--- src/verilog/urfcam_pkg.sv ---
// Shared constants of the receive-side frame check and address match block.
// Assumes a single 10 MHz core clock and AXI4-Lite register access.
package urfcam_pkg;
  // ==========================================================
  // Register indices; byte address is four times the index
  localparam logic [7:0] IDX_SERIAL_CTRL = 8'h98;
  localparam logic [7:0] IDX_NODE_ADDR   = 8'ha9;
  localparam logic [7:0] IDX_NODE_MASK   = 8'hb9;
  localparam logic [7:0] IDX_POWER_CTRL  = 8'hc0;
  localparam logic [7:0] IDX_RX_DATA     = 8'hc1;
  localparam logic [7:0] IDX_BAUD_DIV    = 8'hc2;
  localparam logic [7:0] IDX_IRQ_STATUS  = 8'hc3;
  localparam logic [7:0] IDX_IRQ_MASK    = 8'hc4;
  // ==========================================================
  // Serial control field positions
  localparam int SC_FE_MODE0 = 7;
  localparam int SC_MODE1    = 6;
  localparam int SC_MP_EN    = 5;
  localparam int SC_RX_EN    = 4;
  localparam int SC_TX_NINTH = 3;
  localparam int SC_RX_NINTH = 2;
  localparam int SC_TX_DONE  = 1;
  localparam int SC_RX_DONE  = 0;
  // Power control: frame check select position
  localparam int PC_FRAME_CHECK = 6;
  // Interrupt status / mask positions
  localparam int IRQ_RX_DONE = 0;
  localparam int IRQ_FRAMING = 1;
  // ==========================================================
  // Reset values
  localparam logic [7:0] NODE_ADDR_RST = 8'h00;
  localparam logic [7:0] NODE_MASK_RST = 8'h00;
  localparam logic [1:0] IRQ_MASK_RST  = 2'h0;
  // ==========================================================
  // Timing: default bit time derived from clock and baud rate
  localparam int CLK_HZ       = 10_000_000;
  localparam int BAUD_DEFAULT = 9600;
  localparam logic [15:0] BAUD_DIV_RST = 16'(CLK_HZ / BAUD_DEFAULT - 1);
  // ==========================================================
  // AXI responses
  localparam logic [1:0] RESP_OKAY   = 2'h0;
  localparam logic [1:0] RESP_SLVERR = 2'h2;
  // Serial modes {mode bit0, mode bit1}
  localparam logic [1:0] MODE_SHIFT = 2'h0;
  localparam logic [1:0] MODE_8BIT  = 2'h1;
  // Receiver states, Gray coded along the frame
  typedef enum logic [2:0] {
    RX_IDLE  = 3'h0,
    RX_START = 3'h1,
    RX_DATA  = 3'h3,
    RX_NINTH = 3'h2,
    RX_STOP  = 3'h6
  } urfcam_rx_state_t;
endpackage : urfcam_pkg

--- src/verilog/urfcam_match_if.sv ---
// Carrier between the receiver core and its address comparator.
// Purely combinational signals; no clock inside.
interface urfcam_match_if;
  logic [7:0] rx_byte;   // Received address byte
  logic [7:0] addr;      // Node address
  logic [7:0] mask;      // Node address mask
  logic       match;     // Given or broadcast hit
  modport core    (output rx_byte, output addr, output mask,
                   input match);
  modport matcher (input rx_byte, input addr, input mask,
                   output match);
endinterface : urfcam_match_if

--- src/verilog/urfcam_top.sv ---
// Receive side of an async serial port: framing check, address filter.
// Assumes AXI4-Lite master, rx line idle high, single core clock.
// Notes on behaviour
// - Framing check in modes 1-3, select-bit enabled
// - Invalid stop bit sets framing error flag
// - Framing flag sticky until software or reset
// - Check enabled: done flag at stop bit
// - Address filter active when multiproc bit set
// - Done flag only on own address match
// - Mode 1 filter: stop bit acts as ninth
// - Multiproc bit ignored in shift mode
// - Given address: mask selects compared bits
// - Broadcast is address OR mask
// - Either given or broadcast hit matches
// - Address and mask reset to zero
// - Receiver runs independent of transmit side
// - Control bit 7: error flag or mode bit
// - Mode 1 unfiltered: ninth flag takes stop
//
// Decided for this implementation: register access over AXI4-Lite.
module urfcam_top #(
  parameter int ADDR_W = 12
) (
  input  wire logic              clk_i,
  input  wire logic              rst_i,
  input  wire logic [ADDR_W-1:0] s_axi_awaddr_i,
  input  wire logic              s_axi_awvalid_i,
  output logic                   s_axi_awready_o,
  input  wire logic [31:0]       s_axi_wdata_i,
  input  wire logic [3:0]        s_axi_wstrb_i,
  input  wire logic              s_axi_wvalid_i,
  output logic                   s_axi_wready_o,
  output logic [1:0]             s_axi_bresp_o,
  output logic                   s_axi_bvalid_o,
  input  wire logic              s_axi_bready_i,
  input  wire logic [ADDR_W-1:0] s_axi_araddr_i,
  input  wire logic              s_axi_arvalid_i,
  output logic                   s_axi_arready_o,
  output logic [31:0]            s_axi_rdata_o,
  output logic [1:0]             s_axi_rresp_o,
  output logic                   s_axi_rvalid_o,
  input  wire logic              s_axi_rready_i,
  input  wire logic              rx_i,
  output logic                   irq_o
);
  // ==========================================================
  // Elaboration check: index needs address bits 9:2
  if (ADDR_W < 10) begin : g_bad_addr
    $error("ADDR_W must be at least 10");
  end

  // Word index of a byte address
  function automatic logic [7:0] idx_of(input logic [ADDR_W-1:0] a);
    return a[9:2];
  endfunction

  // Known register index
  function automatic logic mapped(input logic [7:0] i);
    return (i == urfcam_pkg::IDX_SERIAL_CTRL) ||
           (i == urfcam_pkg::IDX_NODE_ADDR) ||
           (i == urfcam_pkg::IDX_NODE_MASK) ||
           (i == urfcam_pkg::IDX_POWER_CTRL) ||
           (i == urfcam_pkg::IDX_RX_DATA) ||
           (i == urfcam_pkg::IDX_BAUD_DIV) ||
           (i == urfcam_pkg::IDX_IRQ_STATUS) ||
           (i == urfcam_pkg::IDX_IRQ_MASK);
  endfunction

  // ==========================================================
  // Register state
  logic [7:0]  node_address;       // Own address
  logic [7:0]  node_address_mask;  // Own address mask
  logic        serial_mode_bit0;   // Mode bit 0
  logic        serial_mode_bit1;   // Mode bit 1
  logic        multiproc_enable;   // Multiprocessor filter on
  logic        rx_enable;          // Reception enable
  logic        tx_ninth_bit;       // Stored for the transmit side
  logic        received_ninth_bit; // Ninth bit or stop bit
  logic        tx_done_flag;       // Stored for the transmit side
  logic        receive_done_flag;  // Frame taken
  logic        framing_error_flag; // Sticky framing error
  logic        frame_check_select; // Framing check enable
  logic [7:0]  rx_data;            // Last accepted byte
  logic [15:0] baud_div;           // Cycles per bit minus one
  logic [1:0]  irq_status;         // Sticky event bits
  logic [1:0]  irq_mask;           // Event enables

  // ==========================================================
  // Bus slave state
  logic [7:0]  aw_idx;  // Latched write index
  logic [31:0] w_data;  // Latched write data
  logic [3:0]  w_strb;  // Latched byte enables
  logic        wr_fire; // Both halves held, perform write
  logic        wr_map;  // Write index is mapped
  logic [31:0] rd_val;  // Read mux result

  assign wr_fire = !s_axi_awready_o && !s_axi_wready_o &&
                   !s_axi_bvalid_o;
  assign wr_map  = mapped(aw_idx);

  // Lane 0 write to an index
  function automatic logic wr_lo(input logic [7:0] i);
    return wr_fire && (aw_idx == i) && w_strb[0];
  endfunction

  // Write address channel; released again after response
  always_ff @(posedge clk_i) begin
    if (rst_i) begin
      s_axi_awready_o <= 1'b1;
      aw_idx          <= 8'h00;
    end else if (s_axi_awvalid_i && s_axi_awready_o) begin
      s_axi_awready_o <= 1'b0;
      aw_idx          <= idx_of(s_axi_awaddr_i);
    end else if (s_axi_bvalid_o && s_axi_bready_i) begin
      s_axi_awready_o <= 1'b1;
    end
  end

  // Write data channel, taken in either order
  always_ff @(posedge clk_i) begin
    if (rst_i) begin
      s_axi_wready_o <= 1'b1;
      w_data         <= 32'h0000_0000;
      w_strb         <= 4'h0;
    end else if (s_axi_wvalid_i && s_axi_wready_o) begin
      s_axi_wready_o <= 1'b0;
      w_data         <= s_axi_wdata_i;
      w_strb         <= s_axi_wstrb_i;
    end else if (s_axi_bvalid_o && s_axi_bready_i) begin
      s_axi_wready_o <= 1'b1;
    end
  end

  // Write response; unmapped index answers with an error
  always_ff @(posedge clk_i) begin
    if (rst_i) begin
      s_axi_bvalid_o <= 1'b0;
      s_axi_bresp_o  <= urfcam_pkg::RESP_OKAY;
    end else if (wr_fire) begin
      s_axi_bvalid_o <= 1'b1;
      s_axi_bresp_o  <= wr_map ? urfcam_pkg::RESP_OKAY
                               : urfcam_pkg::RESP_SLVERR;
    end else if (s_axi_bready_i) begin
      s_axi_bvalid_o <= 1'b0;
    end
  end

  // Read channel: data one cycle after the address is taken
  always_ff @(posedge clk_i) begin
    if (rst_i) begin
      s_axi_arready_o <= 1'b1;
      s_axi_rvalid_o  <= 1'b0;
      s_axi_rdata_o   <= 32'h0000_0000;
      s_axi_rresp_o   <= urfcam_pkg::RESP_OKAY;
    end else if (s_axi_arvalid_i && s_axi_arready_o) begin
      s_axi_arready_o <= 1'b0;
      s_axi_rvalid_o  <= 1'b1;
      s_axi_rdata_o   <= rd_val;
      s_axi_rresp_o   <= mapped(idx_of(s_axi_araddr_i))
                         ? urfcam_pkg::RESP_OKAY
                         : urfcam_pkg::RESP_SLVERR;
    end else if (s_axi_rvalid_o && s_axi_rready_i) begin
      s_axi_arready_o <= 1'b1;
      s_axi_rvalid_o  <= 1'b0;
    end
  end

  // ==========================================================
  // Line input: three flops, change taken when 2nd and 3rd agree
  logic rx_meta;   // First stage, read only by rx_s2
  logic rx_s2;     // Second stage
  logic rx_s3;     // Third stage
  logic rx_level;  // Filtered line level
  logic rx_prev;   // Previous filtered level

  always_ff @(posedge clk_i) begin
    if (rst_i) begin
      rx_meta  <= 1'b1;
      rx_s2    <= 1'b1;
      rx_s3    <= 1'b1;
      rx_level <= 1'b1;
      rx_prev  <= 1'b1;
    end else begin
      rx_meta <= rx_i;
      rx_s2   <= rx_meta;
      rx_s3   <= rx_s2;
      if (rx_s2 == rx_s3) begin
        rx_level <= rx_s3;
      end
      rx_prev <= rx_level;
    end
  end

  // ==========================================================
  // Receiver frame sequencer
  urfcam_pkg::urfcam_rx_state_t state;
  logic [15:0] baud_cnt; // Cycles to next sample
  logic [2:0]  bit_cnt;  // Data bit index
  logic [7:0]  shift;    // Data shifter, LSB first
  logic        ninth_q;  // Captured ninth bit
  logic [1:0]  mode;     // Active serial mode
  logic        mode1;    // Eight-bit mode
  logic        tick;     // Mid-bit sample point
  logic        rx_fall;  // Start edge

  assign mode    = {serial_mode_bit0, serial_mode_bit1};
  assign mode1   = (mode == urfcam_pkg::MODE_8BIT);
  assign tick    = (state != urfcam_pkg::RX_IDLE) &&
                   (baud_cnt == 16'h0000);
  assign rx_fall = rx_prev && !rx_level;

  // Own counter and sample point: reception never waits on transmit
  always_ff @(posedge clk_i) begin
    if (rst_i) begin
      state    <= urfcam_pkg::RX_IDLE;
      baud_cnt <= 16'h0000;
      bit_cnt  <= 3'h0;
      shift    <= 8'h00;
      ninth_q  <= 1'b0;
    end else if (!rx_enable) begin
      // Clearing reception enable abandons a frame
      state <= urfcam_pkg::RX_IDLE;
    end else if (state == urfcam_pkg::RX_IDLE) begin
      // async modes receive on own timing
      if (rx_fall && (mode != urfcam_pkg::MODE_SHIFT)) begin
        state    <= urfcam_pkg::RX_START;
        baud_cnt <= baud_div >> 1;
      end
    end else if (baud_cnt != 16'h0000) begin
      baud_cnt <= baud_cnt - 16'h0001;
    end else begin
      baud_cnt <= baud_div;
      case (state)
        urfcam_pkg::RX_START: begin
          // A high start sample is a glitch
          state   <= rx_level ? urfcam_pkg::RX_IDLE
                              : urfcam_pkg::RX_DATA;
          bit_cnt <= 3'h0;
        end
        urfcam_pkg::RX_DATA: begin
          shift   <= {rx_level, shift[7:1]};
          bit_cnt <= bit_cnt + 3'h1;
          if (bit_cnt == 3'h7) begin
            state <= mode1 ? urfcam_pkg::RX_STOP
                           : urfcam_pkg::RX_NINTH;
          end
        end
        urfcam_pkg::RX_NINTH: begin
          ninth_q <= rx_level;
          state   <= urfcam_pkg::RX_STOP;
        end
        default: begin
          state <= urfcam_pkg::RX_IDLE;
        end
      endcase
    end
  end

  // ==========================================================
  // Frame decision
  urfcam_match_if mif ();
  logic [7:0] byte_now;  // Data byte as of this sample
  logic       ninth_now; // Ninth bit as of this sample
  logic       ev_last;   // Last data or ninth bit sampled
  logic       ev_stop;   // Stop bit sampled
  logic       mp_active; // Address filter in force
  logic       late;      // Decide at stop bit
  logic       decide;    // Decision point
  logic       accept;    // Frame passes filter
  logic       rx_take;   // Load byte, raise done
  logic       fe_set;    // Framing error event

  assign byte_now  = (state == urfcam_pkg::RX_DATA)
                     ? {rx_level, shift[7:1]} : shift;
  assign ninth_now = (state == urfcam_pkg::RX_NINTH)
                     ? rx_level : ninth_q;
  assign ev_last   = tick &&
                     (((state == urfcam_pkg::RX_DATA) &&
                       (bit_cnt == 3'h7) && mode1) ||
                      (state == urfcam_pkg::RX_NINTH));
  assign ev_stop   = tick && (state == urfcam_pkg::RX_STOP);
  // filter needs the bit and an async mode
  assign mp_active = multiproc_enable &&
                     (mode != urfcam_pkg::MODE_SHIFT);
  // stop-bit decision when checked or in filtered mode 1
  assign late      = frame_check_select || (mode1 && mp_active);
  assign decide    = late ? ev_stop : ev_last;

  assign mif.rx_byte = byte_now;
  assign mif.addr    = node_address;
  assign mif.mask    = node_address_mask;

  urfcam_matcher u_matcher (
    .m (mif.matcher)
  );

  // Filter outcome per mode
  always_comb begin
    accept = 1'b1;
    if (mp_active && mode1) begin
      // match with a valid stop bit
      accept = rx_level && mif.match;
    end else if (mp_active) begin
      accept = ninth_now && mif.match;
    end
  end

  assign rx_take = decide && accept;
  assign fe_set  = ev_stop && frame_check_select && !rx_level;

  // ==========================================================
  // Write strobes per field
  logic wr_sc;  // Serial control write
  logic wr_irq; // Status clear write
  assign wr_sc  = wr_lo(urfcam_pkg::IDX_SERIAL_CTRL);
  assign wr_irq = wr_lo(urfcam_pkg::IDX_IRQ_STATUS);

  // Address, mask, power control, divisor, interrupt mask
  always_ff @(posedge clk_i) begin
    if (rst_i) begin
      // both address bytes clear on reset
      node_address       <= urfcam_pkg::NODE_ADDR_RST;
      node_address_mask  <= urfcam_pkg::NODE_MASK_RST;
      frame_check_select <= 1'b0;
      baud_div           <= urfcam_pkg::BAUD_DIV_RST;
      irq_mask           <= urfcam_pkg::IRQ_MASK_RST;
    end else begin
      if (wr_lo(urfcam_pkg::IDX_NODE_ADDR)) begin
        node_address <= w_data[7:0];
      end
      if (wr_lo(urfcam_pkg::IDX_NODE_MASK)) begin
        node_address_mask <= w_data[7:0];
      end
      if (wr_lo(urfcam_pkg::IDX_POWER_CTRL)) begin
        frame_check_select <= w_data[urfcam_pkg::PC_FRAME_CHECK];
      end
      if (wr_lo(urfcam_pkg::IDX_IRQ_MASK)) begin
        irq_mask <= w_data[1:0];
      end
      if (wr_fire && (aw_idx == urfcam_pkg::IDX_BAUD_DIV)) begin
        if (w_strb[0]) baud_div[7:0]  <= w_data[7:0];
        if (w_strb[1]) baud_div[15:8] <= w_data[15:8];
      end
    end
  end

  // Serial control bits; hardware events win over writes
  always_ff @(posedge clk_i) begin
    if (rst_i) begin
      serial_mode_bit0   <= 1'b0;
      serial_mode_bit1   <= 1'b0;
      multiproc_enable   <= 1'b0;
      rx_enable          <= 1'b0;
      tx_ninth_bit       <= 1'b0;
      received_ninth_bit <= 1'b0;
      tx_done_flag       <= 1'b0;
      receive_done_flag  <= 1'b0;
      framing_error_flag <= 1'b0;
    end else begin
      if (wr_sc) begin
        // bit 7 routed by the select bit
        if (frame_check_select) begin
          framing_error_flag <= w_data[urfcam_pkg::SC_FE_MODE0];
        end else begin
          serial_mode_bit0 <= w_data[urfcam_pkg::SC_FE_MODE0];
        end
        serial_mode_bit1   <= w_data[urfcam_pkg::SC_MODE1];
        multiproc_enable   <= w_data[urfcam_pkg::SC_MP_EN];
        rx_enable          <= w_data[urfcam_pkg::SC_RX_EN];
        tx_ninth_bit       <= w_data[urfcam_pkg::SC_TX_NINTH];
        received_ninth_bit <= w_data[urfcam_pkg::SC_RX_NINTH];
        tx_done_flag       <= w_data[urfcam_pkg::SC_TX_DONE];
        receive_done_flag  <= w_data[urfcam_pkg::SC_RX_DONE];
      end
      // only set here; valid frames never clear
      if (fe_set) framing_error_flag <= 1'b1;
      if (rx_take) receive_done_flag <= 1'b1;
      if (rx_take && !mode1) received_ninth_bit <= ninth_now;
      // mode 1 unfiltered keeps the stop bit
      if (ev_stop && mode1 && !mp_active) begin
        received_ninth_bit <= rx_level;
      end
    end
  end

  // Received byte buffer, overwritten by each accepted frame
  always_ff @(posedge clk_i) begin
    if (rst_i) begin
      rx_data <= 8'h00;
    end else if (rx_take) begin
      rx_data <= byte_now;
    end
  end

  // Sticky events, write one to clear, set beats clear
  always_ff @(posedge clk_i) begin
    if (rst_i) begin
      irq_status <= 2'h0;
      irq_o      <= 1'b0;
    end else begin
      irq_status <= (irq_status & ~(wr_irq ? w_data[1:0] : 2'h0)) |
                    {fe_set, rx_take};
      irq_o      <= |(irq_status & irq_mask);
    end
  end

  // ==========================================================
  // Read mux; unmapped reads return zero
  always_comb begin
    logic [7:0] ri;
    ri     = idx_of(s_axi_araddr_i);
    rd_val = 32'h0000_0000;
    if (ri == urfcam_pkg::IDX_SERIAL_CTRL) begin
      rd_val[7:0] = {frame_check_select ? framing_error_flag
                                        : serial_mode_bit0,
                     serial_mode_bit1, multiproc_enable, rx_enable,
                     tx_ninth_bit, received_ninth_bit,
                     tx_done_flag, receive_done_flag};
    end else if (ri == urfcam_pkg::IDX_NODE_ADDR) begin
      rd_val[7:0] = node_address;
    end else if (ri == urfcam_pkg::IDX_NODE_MASK) begin
      rd_val[7:0] = node_address_mask;
    end else if (ri == urfcam_pkg::IDX_POWER_CTRL) begin
      rd_val[urfcam_pkg::PC_FRAME_CHECK] = frame_check_select;
    end else if (ri == urfcam_pkg::IDX_RX_DATA) begin
      rd_val[7:0] = rx_data;
    end else if (ri == urfcam_pkg::IDX_BAUD_DIV) begin
      rd_val[15:0] = baud_div;
    end else if (ri == urfcam_pkg::IDX_IRQ_STATUS) begin
      rd_val[1:0] = irq_status;
    end else if (ri == urfcam_pkg::IDX_IRQ_MASK) begin
      rd_val[1:0] = irq_mask;
    end
  end
endmodule // urfcam_top

--- src/verilog/urfcam_matcher.sv ---
// Address comparator: given and broadcast address hit.
// Combinational; the core samples the result on its own clock.
module urfcam_matcher (
  urfcam_match_if.matcher m
);
  // ==========================================================
  // Comparison helpers
  logic [7:0] bcast;     // Broadcast pattern
  logic       given_hit; // Given address hit
  logic       bcast_hit; // Broadcast address hit

  always_comb begin
    bcast = m.addr | m.mask;
    // compare only where mask is one
    given_hit = (((m.rx_byte ^ m.addr) & m.mask) == 8'h00);
    // zero positions of the OR ignored
    bcast_hit = (((m.rx_byte ^ bcast) & bcast) == 8'h00);
    m.match = given_hit | bcast_hit;
  end
endmodule // urfcam_matcher

--- config.mk ---
export PLATFORM = sky130hd
export DESIGN_NAME = urfcam_top
export DESIGN_NICKNAME = d
export VERILOG_FILES = /design/src/verilog/urfcam_pkg.sv /design/src/verilog/urfcam_match_if.sv /design/src/verilog/urfcam_top.sv /design/src/verilog/urfcam_matcher.sv
export SDC_FILE = /design/constraint.sdc
export NUM_CORES = 1
export LEC_CHECK = 0
export ABC_CLOCK_PERIOD_IN_PS = 6500
export BUFFER_PORTS_ARGS = -buffer_cell sky130_fd_sc_hd__buf_2
export CORE_MARGIN = 2
export CORE_UTILIZATION = 50
export DETAILED_ROUTE_END_ITERATION = 10
export PLACE_DENSITY = 0.72
export SKIP_LAST_GASP = 1
export SYNTH_ARGS = -nofsm -noshare
export SYNTH_HDL_FRONTEND = slang
export SYNTH_SLANG_ARGS = --single-unit
--- constraint.sdc ---
create_clock -name clk_i -period 6.5 [get_ports clk_i]
set_clock_uncertainty 0.05 [all_clocks]
set_input_delay 1.625 -clock clk_i [delete_from_list [all_inputs] [get_ports clk_i]]
set_output_delay 1.625 -clock clk_i [all_outputs]
set_load 0.01 [all_outputs]
# After elaboration in Yosys (flattened, before gate mapping)
# Index checks and enable logic that the tools add are counted.
[totals]
latch_bits = 0
memories = 0
in_bits = 68
regBits = 142
rom_bits = 0
out_inout_bits = 42
ramBits = 0
[op_classes]
shift = 0
n_mux = 52
div_mod_pow = 0
reduce_logical = 85
mul = 0
n_bitwise = 14
n_eq_ne = 26
addsub = 2
magnitude_cmp = 0
[op_table]
columns = ["operator", "count"]
rows = [
  ["$eq 8x8->1 const B", 16],
  ["$mux 8", 9],
  ["$mux 16", 3],
  ["$logic_and 1x1->1", 37],
  ["$mux 1", 23],
  ["$reduce_bool 2->1", 9],
  ["$and 8x8->8", 2],
  ["$logic_not 16->1", 1],
  ["$logic_not 8->1", 2],
  ["$logic_or 1x1->1", 16],
  ["$reduce_bool 16->1", 1],
  ["$sub 16x1->16 const B", 1],
  ["$xor 8x8->8", 2],
  ["$mux 3", 5],
  ["$mux 14", 1],
  ["$mux 2", 7],
  ["$reduce_and 2->1", 5],
  ["$mux 9", 1],
  ["$pmux 3 s3", 1],
  ["$or 8x8->8", 1],
  ["$eq 3x2->1 const B", 2],
  ["$eq 3x3->1 const B", 2],
  ["$logic_not 1->1", 6],
  ["$mux 6", 1],
  ["other kinds (18)", 25],
]

# Logic depth before layout (Yosys ltp)
# Gate-level depths: netlist of the first run.
[depth]
word_depth = 13
mapped_depth = 10

# Hierarchy
# From an unflattened synthesis of the first run, not the netlist that was laid out.
[unflattened]
hier_cells = 861
hier_area_um2 = 6929.1
[by_module_without_submodules]
columns = ["module", "area_per_inst_um2", "seq_area_each_um2", "cells_each", "n_inst"]
rows = [
  ["urfcam_top", 6739.0, 2802.7, 835, 1],
  ["urfcam_matcher", 190.2, 0.0, 26, 1],
]

# Worst setup path before layout of the first run
# Ideal clock, no wire load.
[synth_timing]
path_kind = "input -> register"
startpoint = "in s_axi_araddr_i[5]"
endpoint = "reg s_axi_rdata_o[1]"
setup_slack_ns = 2.857
arrival_time_ns = 3.523
n_path_buf = 1
cell_stages = 7
path_cell_list = "or3b_2 or4b_2 clkbuf_1 nor2_1 nor3_1 or3_1 a21oi_1"
[synth_between]
elab_chain_cells = 9
elab_cells_between_ends = 16
cone_classes = "8 x eq/ne; 8 x mux"
[synth_rtl]
columns = ["element", "line", "source"]
rows = [
  ["from (decl)", "urfcam_top.sv:36", "input wire logic [ADDR_W-1:0] s_axi_araddr_i,"],
  ["$eq 8x8->1", "urfcam_top.sv:431", "end else if (ri == urfcam_pkg::IDX_IRQ_MASK) begin"],
  ["$mux 2", "urfcam_top.sv:431", ""],
  ["$mux 2", "urfcam_top.sv:429", "end else if (ri == urfcam_pkg::IDX_IRQ_STATUS) begin"],
  ["$mux 2", "urfcam_top.sv:427", "end else if (ri == urfcam_pkg::IDX_BAUD_DIV) begin"],
  ["$mux 8", "urfcam_top.sv:425", "end else if (ri == urfcam_pkg::IDX_RX_DATA) begin"],
  ["$mux 6", "urfcam_top.sv:423", "end else if (ri == urfcam_pkg::IDX_POWER_CTRL) begin"],
  ["$mux 8", "urfcam_top.sv:421", "end else if (ri == urfcam_pkg::IDX_NODE_MASK) begin"],
  ["$mux 8", "urfcam_top.sv:419", "end else if (ri == urfcam_pkg::IDX_NODE_ADDR) begin"],
  ["$mux 8 *", "urfcam_top.sv:413", "if (ri == urfcam_pkg::IDX_SERIAL_CTRL) begin"],
  ["to (signal assigned)", "urfcam_top.sv:158", "s_axi_rdata_o <= rd_val;"],
  ["to (decl)", "urfcam_top.sv:39", "output logic [31:0] s_axi_rdata_o,"],
]
# Mark *: on every way between the ends. The rest lies on a longest branch, timed or not.
# A chain may end at the register's enable or synchronous reset.

# Worst setup path in the final report of the first run
[layout_timing]
startpoint = "in s_axi_araddr_i[2]"
endpoint = "reg s_axi_rdata_o[2]"
[layout_between]
elab_chain_cells = 7
elab_cells_between_ends = 12
cone_classes = "6 x eq/ne; 6 x mux"
[layout_rtl]
columns = ["element", "line"]
rows = [
  ["$eq 8x8->1", "urfcam_top.sv:427"],
  ["$mux 14", "urfcam_top.sv:427"],
  ["$mux 8", "urfcam_top.sv:425"],
  ["$mux 6", "urfcam_top.sv:423"],
  ["$mux 8", "urfcam_top.sv:421"],
  ["$mux 8", "urfcam_top.sv:419"],
  ["$mux 8 *", "urfcam_top.sv:413"],
]
# Marked as above.

==> summary.md, run 1 <==
| Metric | Value |
|---|---|
| VDD IR max | `0.208 mV` |
| IO buf count | `65` |
| Final hold violations | `0` |
| Clock Path Buffers | `2` |
| Sequential Power Share | `0.460` |
| Post-synth top flop | `dfxtp_1` |
| Post-CTS setup buffer count | `0` |
| GPL Wtd Cong | `0.892` |
| Placed insts | `between 1000 and 1500` |
| Sequential Area | `2800 um2` |
| # hold bufs at CTS | `0` |
| Largest net degree at the start of global routing | `92` |
| Synth area leader | `dfxtp_1` |
| Sw power | `0.000440 W` |
| Share of cells above drive strength 1 | `0.127` |
| Final WS setup | `2.90 ns` |
| Site Rows | `43` |
| # setup viols final | `0` |
| Initial antenna violation count | `1` |
| Count leader, synth | `dfxtp_1` |
| Detailed Place HPWL | `12200 um` |
| Max_cap viols | `0` |
| Slew margin rel. | `0.226` |
| GRT Total Usage | `0.249` |
| Clk Latency, worst-skew pair | `0.42 ns` |
| Yosys reg bits | `140` |
| DR vias | `6441` |
| CP required | `6.80 ns` |
| DRC errors left | `0` |
| CP endpoint kind | `register` |
| Final cycle utilization of the critical path | `0.553` |
| Cell Count, Final, Fillers Out | `1102` |
| Die Ht | `around 120 um` |
| Root Driver | `clkbuf_16` |
| TritonCTS buffer count | `17` |
| Slew @ Worst Pin | `roughly 1.2 ns` |
| Max Freq | `0.278 GHz` |
| First-pass GRT wire length | `29400 um` |
| Final Util | `0.566` |
| Vias in the first global route | `5759` |
| Drt initial violations | `585` |
| Net Sw Frac | `0.227` |
| RR Startpoint | `state[1]` |
| Core box area | `13900 um2` |
| RSZ-0062 raised after global routing | `false` |
| Reg2Reg Depth | `7` |
| Vias/cell | `5.84` |
| Area Growth Syn to Fin | `10.8%` |
| Area of the multi-input gates | `3850 um2` |
| Syn Area/Cell | `7.99 um2` |
| Post-route ant nets | `0` |
| Fillcell total | `1307` |
| Reg2reg setup slack | `3.09 ns` |
| Die footprint | `15200 um2` |
| CTS tree | `yes` |
| Status | `complete, no violations` |
| Clock network power share | `0.498` |
| Max Slew Vio Count | `0` |
| Synth unique cells | `between 60 and 70` |
| Hold Crit Start | `rx_meta` |
| P per Cell Area | `246 nW/um2` |
| Post-synth ARST share | `0` |
| Layout Nets | `979` |
| Post-synth top area share | `0.395` |
| Fin Setup TNS | `0 ns` |
| Worst Hold Path EP | `rx_s2` |
| Drt wl/cell | `16.4 um` |
| Pwr Total | `0.00194 W` |
| Grt ovf | `0` |
| Static Leak | `about 3.0 nW` |
| Drt pass-1 iters | `6` |
| FF-to-FF End | `received_ninth_bit` |
| CP startpoint kind | `input pin` |
| Total I/O pin count | `110` |
| Crit path time final | `3.60 ns` |
| Yosys Warn Count | `0` |
| Crit-path max FO | `9` |
| Clk pin slew, worst setup/hold paths | `0.06 ns` |
| Hold WC Path Type | `reg2reg` |
| Resized cells post-CTS | `0` |
| CP Data Arrival Time | `3.90 ns` |
| Clk sinks | `140` |
| Synth Cell Area | `7090 um2` |
| Cells after Synth | `~890` |
| Combinational fraction of design power | `0.042` |
| Hold depth | `1` |
| Crit path kind | `in2reg` |
| Post-synth EDFFs | `0` |
| Power Internal | `0.00150 W` |
| Sequential area share after synthesis | `0.395` |
| H-tree depth | `4` |
| Final WL | `18100 um` |
| Initial cell density of the core | `0.511` |
| Most common library cells after synthesis | `dfxtp_1 (140), nand2_1 (137), a21oi_1 (97)` |
| Pre-CTS setup slack | `2.51 ns` |
| Synth area leaders | `dfxtp_1 (40%), nand2_1 (7.3%), a21oi_1 (6.8%)` |
| Die Span X | `between 100 and 150 um` |
## final cells by class
class,instances,share of cell area
Timing Repair Buffer,68,0.0446
Antenna cell,1,0.000319
Multi-Input combinational cell,672,0.490
Tap cell,180,0.0287
Clock buffer,23,0.0608
Clock inverter,9,0.0143
Sequential cell,140,0.357
Inverter,9,0.00430
## kinds of logic after synthesis
logic type	synth area share
AO/OA/AOI/OAI	0.197
flip-flops	0.395
buffers and inverters	0.0707
multiplexers	0.0625
XOR/XNOR	0.00865
adder cells (fa/ha/maj)	0.00529
AND/OR/NAND/NOR	0.261
other	0.000529
## layer usage
metal,track usage,part of all wire
met1,0.348,0.45
met3,0.0507,0.072
met2,0.378,0.45
met5,0,0
met4,0.0945,0.025
## worst max-delay path, stage by stage
cell and delay [ns]:
buf_2 0.19, nor2b_1 0.49, nand2_1 0.19, or3_1 0.52
nand2_1 0.28, a211oi_1 0.08, or3_1 0.37, a21oi_1 0.15
## cell usage in the layout, fill, tap and decap left out, drive strengths merged, types with 23 or more instances in the layout
cell	synthesis	final
dfxtp	140	140
nand2	137	137
a21oi	98	98
nor2	95	95
buf	26	68
mux2i	42	42
nand3	28	28
o21ai	27	27
nor3	25	25
clkbuf	58	23
## power by group through the flow
stage,sequential [W],clock (W),combinational [W]
6_report,0.000890,0.000964,0.0000823
3_3_place_gp,0.000908,0,0.0000809
3_5_place_dp,0.000909,0,0.0000818
5_1_grt,0.000892,0.00101,0.0000922
4_1_cts,0.000890,0.000974,0.0000822
2_1_floorplan,0.000902,0,0.0000626
## sequential cells by signal, summed over array words and instances (netlist names), 2 cells and up
| name | count |
|---|---|
| irq_mask | 2 |
| baud_cnt | 16 |
| baud_div | 16 |
| aw_idx | 8 |
| rx_data | 8 |
| s_axi_rdata_o | 16 |
| bit_cnt | 3 |
| state | 3 |
| shift | 8 |
| w_data | 16 |
| w_strb | 2 |
| mif.addr | 8 |
| irq_status | 2 |
| mif.mask | 8 |
## stage by stage
stage	instance area (um2)	hold WS, ns
2_1_floorplan	7160	0.339
3_3_place_gp	7260	0.349
3_5_place_dp	7260	0.344
4_1_cts	7850	0.357
5_1_grt	7860	0.373
6_report	7860	0.356
## worst max path at each step
stage,start,to,cells past startpoint
2_1_floorplan,s_axi_araddr_i[5],s_axi_rdata_o[1],7
6_report,s_axi_araddr_i[2],s_axi_rdata_o[2],8
3_3_place_gp,s_axi_araddr_i[5],s_axi_rdata_o[9],6
3_5_place_dp,s_axi_araddr_i[5],s_axi_rdata_o[10],6
4_1_cts,s_axi_araddr_i[5],s_axi_rdata_o[10],6
5_1_grt,s_axi_araddr_i[2],s_axi_rdata_o[1],8
No activity file was read; power rests on OpenSTA's default activity.
==> run 2, diff against run 1 <==
--- a/config.mk
+++ b/config.mk
@@ -5,12 +5,12 @@
 export SDC_FILE = /design/constraint.sdc
 export NUM_CORES = 1
 export LEC_CHECK = 0
-export ABC_CLOCK_PERIOD_IN_PS = 6500
+export ABC_CLOCK_PERIOD_IN_PS = 2960
 export BUFFER_PORTS_ARGS = -buffer_cell sky130_fd_sc_hd__buf_2
 export CORE_MARGIN = 2
 export CORE_UTILIZATION = 50
 export DETAILED_ROUTE_END_ITERATION = 10
-export PLACE_DENSITY = 0.72
+export PLACE_DENSITY = 0.74
 export SKIP_LAST_GASP = 1
 export SYNTH_ARGS = -nofsm -noshare
 export SYNTH_HDL_FRONTEND = slang
==> constraint.sdc (replaced) <==
create_clock -name clk_i -period 2.96 [get_ports clk_i]
set_clock_uncertainty 0.05 [all_clocks]
set_input_delay 0.74 -clock clk_i [delete_from_list [all_inputs] [get_ports clk_i]]
set_output_delay 0.74 -clock clk_i [all_outputs]
set_load 0.01 [all_outputs]
==> summary.md, run 2 (synthesis results as in run 1) <==
| Metric | Value |
|---|---|
| Status | `complete, no violations` |
| Worst Hold Path EP | `rx_s2` |
| Hold depth | `1 (unchanged)` |
| Design Area, Final | `8010 um2 (+2.0%)` |
| Post-route ant nets | `0 (unchanged)` |
| DRC errors left | `0 (unchanged)` |
| Vias/cell | `5.85 (about the same)` |
| H-tree depth | `4 (unchanged)` |
| TritonCTS buffer count | `17 (unchanged)` |
| CP max stage cell | `or4_4` |
| Fillcell total | `1246 (-4.7%)` |
| Clk Latency, worst-skew pair | `0.43 ns (about the same)` |
| Hold Crit Start | `rx_meta` |
| Count of buffer and inverter cells on the critical path | `1 (unchanged)` |
| Largest net degree at the start of global routing | `58 (-37%)` |
| Share of cells above drive strength 1 | `0.151 (+0.0243)` |
| CP required | `3.25 ns (-3.55 ns)` |
| Root Driver | `clkbuf_16` |
| Commonest non-fill, non-tap cell in the layout | `dfxtp_1` |
| Initial cell density of the core | `0.511 (unchanged)` |
| IO buf count | `65 (unchanged)` |
| Die Ht | `123 um (unchanged)` |
| # setup viols final | `0 (unchanged)` |
| DP Area | `7460 um2 (+2.8%)` |
| CP startpoint kind | `register` |
| GRT Total Usage | `0.249 (+0.000343)` |
| Initial antenna violation count | `0 (-1)` |
| CP max stage delay | `0.57 ns (+0.05 ns)` |
| RR Startpoint | `baud_cnt[8]` |
| Net Sw Frac | `0.241 (+0.0138)` |
| Area Growth Syn to Fin | `13.0%` |
| Clk pin slew, worst setup/hold paths | `0.06 ns (about the same)` |
| Clk sinks | `140 (unchanged)` |
| Final cycle utilization of the critical path | `0.934` |
| Slew margin rel. | `0.480 (+0.254)` |
| Grt ovf | `0 (unchanged)` |
| P per Cell Area | `516 nW/um2 (+110%)` |
| Static Leak | `3.09 nW (+3.6%)` |
| Drt initial violations | `521 (-11%)` |
| GPL Wtd Cong | `0.871 (-2.4%)` |
| CP Data Arrival Time | `3.06 ns (-0.84 ns)` |
| Final Util | `0.577 (+0.0112)` |
| # hold bufs at CTS | `0 (unchanged)` |
| CP endpoint kind | `register` |
| Clock network power share | `0.481 (-0.017)` |
| Hold WC Path Type | `reg2reg` |
| Reg2reg setup slack | `0.19 ns (-2.90 ns)` |
| Vias in the first global route | `5765 (+0.10%)` |
| Max_cap viols | `0 (unchanged)` |
| VDD IR max | `0.382 mV (+84%)` |
| Drt pass-1 iters | `7 (+1)` |
| Sequential Power Share | `0.473 (+0.013)` |
| Die footprint | `15200 um2 (unchanged)` |
| Crit-path max FO | `9 (unchanged)` |
| Site Rows | `43 (unchanged)` |
| Commonest cells after routing, fill and taps aside | `dfxtp_1 (140), nand2_1 (137), a21oi_1 (97)` |
| CTS tree | `yes` |
| Core box area | `13900 um2 (unchanged)` |
| First-pass GRT wire length | `29500 um (+0.35%)` |
| Combinational fraction of design power | `0.046 (+0.004)` |
| DR vias | `6581 (+2.2%)` |
| Pwr Total | `0.00414 W (+110%)` |
| CP top delay family | `simple AND/OR/NAND/NOR gates` |
| RSZ-0062 raised after global routing | `false` |
| Post-CTS setup buffer count | `0 (unchanged)` |
| Clock Path Buffers | `2 (unchanged)` |
| Total I/O pin count | `110 (unchanged)` |
| Die Span X | `123 um (unchanged)` |
| Drt wl/cell | `16.4 um (-0.53%)` |
| Sw power | `0.000996 W (+130%)` |
| Reg2Reg Depth | `8 (+1)` |
| Slew @ Worst Pin | `0.778 ns (-0.377 ns)` |
| # diodes | `0 (-1)` |
| Power Internal | `0.00314 W (+110%)` |
| Resized cells post-CTS | `0 (unchanged)` |
| Max Freq | `0.362 GHz` |
| Crit path time final | `2.77 ns` |
| Detailed Place HPWL | `12600 um (+3.1%)` |
| Crit path kind | `reg2reg` |
| Final WL | `18400 um (+1.5%)` |
| FF-to-FF End | `shift[7]` |
| Fin Setup TNS | `0 ns (unchanged)` |
| Crit path cell chain | `or4_4, or3_1, nor4_4, buf_4, nand3_1, nor2_2, nand2_1, a21oi_1` |
| Layout Nets | `1004 (+2.6%)` |
| Final hold violations | `0 (unchanged)` |
| Max Slew Vio Count | `0 (unchanged)` |
run 2: changes by cell type in the layout (fill, tap and decap cells not counted), sizes merged:
cell	delta
clkbuf	-5
inv	+4
buf	+25
diode	-1
bufinv	-1
clkinv	+1
run 2: worst max-delay path by stage:
stage / slack, ns / startpoint / endpoint / depth (start not counted)
2_1_floorplan: 0.20 / s_axi_araddr_i[5] / s_axi_rdata_o[1] / 7
3_3_place_gp: 0.05 / s_axi_araddr_i[5] / s_axi_rdata_o[0] / 7
3_5_place_dp: 0.03 / s_axi_araddr_i[5] / s_axi_rdata_o[2] / 7
4_1_cts: 0.20 / baud_cnt[8] / shift[7] / 8
5_1_grt: 0.02 / baud_cnt[8] / shift[7] / 8
6_report: 0.19 / baud_cnt[8] / shift[7] / 8
run 2: worst reg2reg max path, cell delays in order (launching register included):
cell and delay (ns):
dfxtp_1 0.35, or4_4 0.57, or3_1 0.48, nor4_4 0.27
buf_4 0.17, nand3_1 0.13, nor2_2 0.37, nand2_1 0.11
a21oi_1 0.17
run 2: metrics by stage:
step | worst slack, ns | hold slack, ns | std cells
final | 0.195 | 0.372 | 1125
after global routing | 0.0200 | 0.388 | 1125
after CTS | 0.203 | 0.373 | 1125
after detailed placement | 0.0264 | 0.355 | 1094
after global placement | 0.0474 | 0.354 | 1094
after floorplan | 0.202 | 0.339 | 905
run 2: power groups by stage:
stage          registers (W)  logic, W  clock network [W]
3_5_place_dp         0.00200  0.000186                  0
3_3_place_gp         0.00200  0.000184                  0
2_1_floorplan        0.00198  0.000137                  0
6_report             0.00196  0.000189            0.00199
5_1_grt              0.00196  0.000211            0.00208
4_1_cts              0.00195  0.000187            0.00201
run 2: layout make-up:
type	instances	area (um2)	area share
clock inverter	13	119	0.0148
sequential	140	2800	0.350
clock buffer	18	429	0.0536
multi-input combinational	672	3850	0.481
tap	180	225	0.0281
timing repair buffer	93	551	0.0687
inverter	9	33.8	0.00422
run 2: metal layers:
| layer | up-vias | part of all wire | GRT usage |
|---|---|---|---|
| met5 | - | 0 | 0 |
| met4 | 0 | 0.027 | 0.0923 |
| met3 | 46 | 0.070 | 0.0517 |
| met2 | 282 | 0.47 | 0.395 |
| met1 | 3042 | 0.43 | 0.335 |
| li1 | 3211 | - | - |
